==> config.mk <==
export PLATFORM = sky130hd
export DESIGN_NAME = pcc_counter_compare
export DESIGN_NICKNAME = d
export VERILOG_FILES = /design/src/verilog/pcc_counter_compare.v
export VERILOG_INCLUDE_DIRS = /design/src /design/src/verilog
export SDC_FILE = /design/constraint.sdc
export NUM_CORES = 1
export LEC_CHECK = 0
export BUFFER_PORTS_ARGS = -buffer_cell sky130_fd_sc_hd__buf_2
export CORE_UTILIZATION = 56
export CTS_BUF_LIST = sky130_fd_sc_hd__clkbuf_4
export DETAILED_ROUTE_END_ITERATION = 16
export GPL_TIMING_DRIVEN = 0
export PLACE_DENSITY = 0.81
export SETUP_SLACK_MARGIN = 0.02
export SYNTH_ARGS = -nofsm -noshare
export SYNTH_HDL_FRONTEND = slang
export SYNTH_SLANG_ARGS = --single-unit
export TNS_END_PERCENT = 10
==> constraint.sdc <==
create_clock -name clk -period 3.9 [get_ports clk]
set_clock_uncertainty 0.1 [all_clocks]
set_input_delay 0.39 -clock clk [delete_from_list [all_inputs] [get_ports clk]]
set_output_delay 0.39 -clock clk [all_outputs]
set_load 0.02 [all_outputs]
==> src/verilog/pcc_regs.vh <==
// Register offsets, field positions and reset values of the counter-compare unit.
`ifndef PCC_REGS_VH
`define PCC_REGS_VH

// Register word indices; the byte address is four times the index.
`define PCC_IDX_CONTROL      4'h7
`define PCC_IDX_FINE_A       4'h8
`define PCC_IDX_CMP_A        4'h9
`define PCC_IDX_CMP_B        4'ha
`define PCC_ADDR_W           8

// Control register field positions.
`define PCC_LOAD_A_LSB       0
`define PCC_LOAD_B_LSB       2
`define PCC_SHADOW_A_BIT     4
`define PCC_SHADOW_B_BIT     6
`define PCC_SHADOW_A_FULL    8
`define PCC_SHADOW_B_FULL    9

// Load-point encodings.
`define PCC_LOAD_ZERO        2'h0
`define PCC_LOAD_PERIOD      2'h1
`define PCC_LOAD_EITHER      2'h2
`define PCC_LOAD_NONE        2'h3

// Reset values.
`define PCC_CONTROL_RESET    16'h0000
`define PCC_COMPARE_RESET    16'h0000
`define PCC_ZERO_COUNT       16'h0000

`endif
==> src/verilog/pcc_counter_compare.v <==
// Counter-compare unit: two compare channels with shadowed compare values.
//
// Chosen here: strobed register access.
`timescale 1ns/1ps
`default_nettype none
// Summary of operation
// - Compare counter to active values every clock.
// - Channels A and B fully independent.
// - Up or down mode: one event per period.
// - Up-down: twice inside range, once at ends.
// - Shadow shares address; access always goes to shadow.
// - Select clear enables shadow; reset enables both.
// - Shadow loads at zero, period, or both.
// - Only active values produce events.
// - Select bits 4, 6 write into load fields; select never set.
// - Events skipped by sync jumps are acceptable.
// - Events carry current counter direction.
// - Works in up, down and up-down modes.
// - Fine extension reads reserved without extension.
// - Up-down counter rises to period, falls.
`include "pcc_regs.vh"

module pcc_counter_compare #(
  parameter HAS_FINE = 0
) (
  // Clock and reset
  input  wire        clk,
  input  wire        sys_rst,
  // Register port
  input  wire [7:0]  reg_addr,
  input  wire [15:0] reg_wdata,
  input  wire        reg_wr,
  input  wire        reg_rd,
  output reg  [15:0] reg_rdata,
  // Time base
  input  wire        tb_enable,
  input  wire [15:0] timebase_count,
  input  wire [15:0] period_value,
  input  wire        count_up,
  // Events to the action qualifier
  output reg         match_a_event,
  output reg         match_b_event,
  output reg         zero_match_event,
  output reg         period_match_event,
  output reg         event_count_up
);

  reg  [15:0] control_q;
  reg  [15:0] fine_a_q;
  reg  [15:0] active_q [0:1];
  reg  [15:0] shadow_q [0:1];
  reg  [1:0]  shadow_full_q;
  wire [5:0]  idx;
  wire        at_zero;
  wire        at_period;
  wire [1:0]  sel_active;
  wire [1:0]  load_now;
  wire [1:0]  match;

  assign idx       = reg_addr[7:2];
  assign at_zero   = timebase_count == `PCC_ZERO_COUNT;
  assign at_period = timebase_count == period_value;

  genvar g;
  generate
    for (g = 0; g < 2; g = g + 1) begin : g_chan
      wire [1:0] lp;
      wire       wr_hit;
      assign lp = control_q[`PCC_LOAD_A_LSB + 2*g +: 2];
      assign sel_active[g] = control_q[`PCC_SHADOW_A_BIT + 2*g];
      assign wr_hit = reg_wr && (idx == {2'h0, `PCC_IDX_CMP_A} + g);
      assign load_now[g] = !sel_active[g] && tb_enable &&
        ((lp == `PCC_LOAD_ZERO   && at_zero) ||
         (lp == `PCC_LOAD_PERIOD && at_period) ||
         (lp == `PCC_LOAD_EITHER && (at_zero || at_period)));
      // Active copy only; the shadow never reaches the comparator.
      assign match[g] = timebase_count == active_q[g];

      always @(posedge clk or posedge sys_rst) begin
        if (sys_rst) begin
          active_q[g]      <= `PCC_COMPARE_RESET;
          shadow_q[g]      <= `PCC_COMPARE_RESET;
          shadow_full_q[g] <= 1'b0;
        end else begin
          if (wr_hit && sel_active[g]) begin
            active_q[g] <= reg_wdata;
          end else if (load_now[g]) begin
            active_q[g] <= shadow_q[g];
          end
          if (wr_hit && !sel_active[g]) begin
            shadow_q[g] <= reg_wdata;
          end
          // A write in the load cycle keeps the flag set for the next point.
          if (wr_hit && !sel_active[g]) begin
            shadow_full_q[g] <= 1'b1;
          end else if (load_now[g]) begin
            shadow_full_q[g] <= 1'b0;
          end
        end
      end
    end
  endgenerate

  // Events fire once per time-base tick in which the counter holds the value.
  // In up or down mode the value is visited once per period; in up-down mode
  // it is passed twice unless it sits at zero or the period turning point.
  // A sync jump past a value simply yields no event.
  always @(posedge clk or posedge sys_rst) begin
    if (sys_rst) begin
      match_a_event      <= 1'b0;
      match_b_event      <= 1'b0;
      zero_match_event   <= 1'b0;
      period_match_event <= 1'b0;
      event_count_up     <= 1'b1;
    end else begin
      match_a_event      <= tb_enable && match[0];
      match_b_event      <= tb_enable && match[1];
      zero_match_event   <= tb_enable && at_zero;
      period_match_event <= tb_enable && at_period;
      event_count_up     <= count_up;
    end
  end

  always @(posedge clk or posedge sys_rst) begin
    if (sys_rst) begin
      control_q <= `PCC_CONTROL_RESET;
      fine_a_q  <= 16'h0000;
    end else if (reg_wr) begin
      if (idx == {2'h0, `PCC_IDX_CONTROL}) begin
        control_q <= {12'h000, reg_wdata[6], 1'b0, reg_wdata[4], 1'b0} |
                     {12'h000, reg_wdata[3:0]};
      end
      if (idx == {2'h0, `PCC_IDX_FINE_A} && HAS_FINE != 0) begin
        fine_a_q <= reg_wdata;
      end
    end
  end

  always @(posedge clk or posedge sys_rst) begin
    if (sys_rst) begin
      reg_rdata <= 16'h0000;
    end else if (reg_rd) begin
      case (idx)
        {2'h0, `PCC_IDX_CONTROL}: reg_rdata <= {6'h00, shadow_full_q, control_q[7:0]};
        {2'h0, `PCC_IDX_FINE_A}:  reg_rdata <= (HAS_FINE != 0) ? fine_a_q : 16'h0000;
        {2'h0, `PCC_IDX_CMP_A}:   reg_rdata <= sel_active[0] ? active_q[0] : shadow_q[0];
        {2'h0, `PCC_IDX_CMP_B}:   reg_rdata <= sel_active[1] ? active_q[1] : shadow_q[1];
        default:                  reg_rdata <= 16'h0000;
      endcase
    end else begin
      reg_rdata <= 16'h0000;
    end
  end

endmodule // pcc_counter_compare
`default_nettype wire

### Yosys cells after proc, flatten, opt, wreduce, memory -nomap -nowiden

Index checks and enable logic that the tools add are counted.

* word-level logic and storage cells: 71
* bits of input ports: 62
* register bits: 91
* output and inout port bits: 21

* multiplexer cells: 12
* reduce and logical (&&, ||, !) cells: 35
* eq/ne operators: 10
* bitwise operators: 1

Operator list (number)
* 2-to-1 mux 16 bit: 7
* == test 16 bit: 3
* one-hot mux 16 bit (3 select lines): 1
* logical AND 1 bit: 18
* zero test 16 bit: 1
* == test 6 x 4 -> 1 bit (second input constant): 2
* nonzero test 2 bit: 4
* == test 6 x 3 -> 1 bit (second input constant): 1
* logical OR 1 bit: 5
* == test 2 x 1 -> 1 bit (second input constant): 2
* == test 2 bit (second input constant): 2
* zero test 2 bit: 2
* 2-to-1 mux 1 bit: 4
* OR 4 bit: 1
* logical AND 1 bit (second input constant): 2
* zero test 1 bit (first input constant): 2
* AND reduction 2 bit: 1

### Longest topological paths before layout

* word-level depth: 7
* mapped depth: 6
* gate-level depth less buffers: 5

### Worst setup path before layout

Ideal clock, no wire load.

* path kind: input port to flip-flop
* from: input reg_addr[7]
* to: register shadow_q[0] in the netlist's numbering
* cell stages on the path: 5
* data arrival time: 1.925 ns
* setup slack: 1.750 ns
* buffers on the path: 1
* required time: 3.675 ns
* setup time: 0.125 ns
* cells stage by stage: or4b_4 nor3b_4 nand2_4 buf_6 mux2_4

* word-level cells in the longest chain between the ends: 3

Ends and longest elaborated chain
* start: declaration: RTL line pcc_counter_compare.v:30 `input wire [7:0] reg_addr,`
* == test 6 x 4 -> 1 bit: RTL line pcc_counter_compare.v:71 `` assign wr_hit = reg_wr && (idx == {2'h0, `PCC_IDX_CMP_A} + g); ``
* logical AND 1 bit: RTL line pcc_counter_compare.v:71
* logical AND 1 bit: RTL line pcc_counter_compare.v:90 `if (wr_hit && !sel_active[g]) begin`
* end signal: indexed assignment: RTL line pcc_counter_compare.v:82 `` shadow_q[g] <= `PCC_COMPARE_RESET; ``
* end signal: indexed assignment: RTL line pcc_counter_compare.v:91 `shadow_q[g] <= reg_wdata;`
* end: declaration: RTL line pcc_counter_compare.v:51 `reg [15:0] shadow_q [0:1];`

Every way passes these cells.
A chain may end at the register's enable or synchronous reset.

### Worst setup path after layout

* from: input reg_addr[5]
* to: register control_q[2]

* word-level cells in the longest chain between the ends: 2

Ends and longest elaborated chain
* == test 6 x 3 -> 1 bit: RTL line pcc_counter_compare.v:129 `` if (idx == {2'h0, `PCC_IDX_CONTROL}) begin ``
* AND reduction 2 bit (no line)
* end signal: assignment: RTL line pcc_counter_compare.v:126 `` control_q <= `PCC_CONTROL_RESET; ``
* end signal: assignment: RTL line pcc_counter_compare.v:130 `control_q <= {12'h000, reg_wdata[6], 1'b0, reg_wdata[4], 1'b0} |`
* end: declaration: RTL line pcc_counter_compare.v:48 `reg [15:0] control_q;`

Every way passes these cells.

==> metrics <==
status finished clean; initial antenna violation count 0; DR WL/cell 19.0 µm; initial core utilization 58.2%; clock buffer count from CTS 9; cell taking the most area after synthesis dfrtp_1; register area 0.00228 mm²; total gr overflow 0; CTS sink count 91; post-route cell area 0.00500 mm²; ys async rst share 100%; htree depth 3; critical path class input port to register; slowest stage delay, CP 840 ps; Critical path buffers and inverters 2; Seq cells post-synth 91; clk buf depth 2; vias in the first global route 2824; Setup Total Neg Slack 0 ps; via density per instance 5.67; antenna-violating nets left 0; Area Overhead vs Synth 17.8%; worst min-delay path category input port to register; Worst-Skew Late Latency 440 ps; Setup violations, final 0; Post-synth EDFFs 0; largest net degree at the start of global routing 61; Worst path slowest cell nor3_1; worst path arrival time 2330 ps; estimated wirelength of the detail-placed design 7.05 mm; DRC violations left 0; PwrDens 381 mW/mm²; Seq/Total Area, Yosys 53.7%; Synth area leaders dfrtp_1, mux2_4, mux2_2; Final Wtd Congestion 0.823; starting DRC count in detailed routing 163; Layout fillers 536; Die H 89.1 µm; Synth Net Count 360; DR vias 2811; Synth Instances 298; clock tree from TritonCTS done; DIE AREA 0.00793 mm²; part of the cycle the worst path needs 53.8%; Max-Cap Viols 0; Mapped Area 0.00425 mm²; startpoint types input port; Slew @ Worst Pin 1090 ps; synth cell count leaders dfrtp_1, mux2_2, xnor2_1; die width 89.1 µm; Post-Syn Area per Cell 14.2 µm²; post-synth top area share 53.1%; WL final 9.43 mm; Tmin final 2100 ps; Placed Instance Area 0.00480 mm²; Util after Layout 68.6%; RSZ-0062 raised after global routing no; Rel. slew slack 27.0%; CP Max Fanout 8; total track usage 25.9%; Ant. Diodes 0; ys flop type dfrtp_1; YS warnings 0; Peak VDD IR 0.145 mV; drt pass-1 iters 4; max-slew violation count 0; fmax 0.477 GHz; final hold vios 0; core area 0.00729 mm²; proportion of layout cells with a drive suffix above 1 44.6%; Worst setup EP type register; area of the multi-input gates 0.00189 mm²; # IOs 83; worst endpoint required time 4130 ps; Worst-path clk slew 140 ps; Clock Tree Root clkbuf_4; post-synth cell types 34; Site Rows 31; first-pass GRT wire length 14.4 mm; Hold Slack 87.5 ps; nets 454; crit-path cells buf_2 > nand4b_1 > nor3_1 > and2_0 > clkbuf_1 > mux2_2; count leader, synth dfrtp_1; PortBufs 80; leakage power 2.51 nW; cell family with most CP delay simple AND/OR/NAND/NOR gates
worst register-to-register path, delay by kind of cell (launching register included):
kind | cells | cell delay, ps
AOI/OAI and AO/OA | 1 | 410
muxes | 1 | 320
xor gates and xnor gates | 1 | 210
buffers and inverters | 1 | 260
DFF | 1 | 460
cell type report:
type                    count  area share (%)
flip-flops and latches     91            45.5
multi-input cells         195            37.8
repair buffers             83            8.95
well taps                  99            2.48
clock inverters             7            2.30
clock buffers               9            1.35
plain buffers               8            1.25
inverters                   4           0.350
cell families after synthesis:
family / Yosys count / share of synthesized area (%)
XOR/XNOR: 47 / 9.70
flip-flops: 91 / 53.7
buffers and inverters: 12 / 1.83
multiplexers: 66 / 20.1
AND/OR/NAND/NOR: 56 / 9.11
AO/OA/AOI/OAI: 26 / 5.63
layout by cell type, fill, tap and decap left out, types with 2 or more instances in the layout:
cell type,count
a22oi_1,10
nor2_1,11
nand2_4,2
buf_2,82
mux2_4,29
nor3_1,4
dfrtp_1,90
xnor2_1,35
dlygate4sd3_1,2
xor2_1,12
a31oi_4,2
nor4_1,8
nand4_1,7
a21oi_1,2
a222oi_1,7
nor2b_1,10
nand2_1,4
clkbuf_1,2
buf_6,4
mux2_1,2
mux2_2,35
a22o_1,2
nand4b_1,2
inv_1,3
nor3b_4,2
bufinv_16,3
clkbuf_4,9
timing repair:
action,4_1_cts,5_1_grt
resized for setup,0,0
hold buffers,2,0
setup endpoints to repair,0,0
endpoints found under the hold margin,31,0
buffers inserted,0,0
power breakdown:
group          internal [W]  total (W)  leakage, nW  switching [W]
sequential         0.000999    0.00105         1.24      0.0000545
combinational      0.000113   0.000210         1.18      0.0000973
clock              0.000324   0.000639       0.0940       0.000316
total               0.00144    0.00190         2.51       0.000468
through the flow:
| stage | setup slack [ps] | cells | total power, W |
|---|---|---|---|
| after floorplan | 1050 | 298 | 0.00118 |
| after CTS | 1870 | 496 | 0.00191 |
| after global placement | 147 | 477 | 0.00126 |
| after global routing | 1800 | 496 | 0.00197 |
| after detailed placement | 1400 | 478 | 0.00128 |
| final | 1800 | 496 | 0.00190 |
metal layers:
layer / vias up / routed length (µm) / track usage [%]
li1: 1272 / - / -
met5: - / 0 / 0
met3: 11 / 470 / 5.17
met2: 91 / 4720 / 44.2
met4: 0 / 140 / 9.67
met1: 1437 / 4100 / 33.0
flip-flops by register name (all words and copies together), names as in the netlist:
signal and count:
active_q 32, shadow_q 32, reg_rdata 16, control_q 4, shadow_full_q 2, event_count_up 1, match_a_event 1, match_b_event 1
period_match_event 1, zero_match_event 1
final timing paths:
kind / start / end / slack, ps / cells after the start
worst max-delay path: reg_addr[5] / control_q[2]$_DFFE_PP0P_ / 1800 / 6
worst min-delay path: reg_wdata[11] / shadow_q[11]$_DFFE_PP0P_ / 90 / 2
worst max register to register: control_q[1]$_DFFE_PP0P_ / active_q[17]$_DFFE_PP0P_ / 2040 / 4
worst min register to register: shadow_full_q[1]$_DFFE_PP0P_ / shadow_full_q[1]$_DFFE_PP0P_ / 440 / 1
max in group asynchronous: sys_rst / active_q[5]$_DFFE_PP0P_ / 2680 / 4
min in group asynchronous: sys_rst / reg_rdata[2]$_DFF_PP0_ / 390 / 3
No activity file was read; power rests on OpenSTA's default activity.
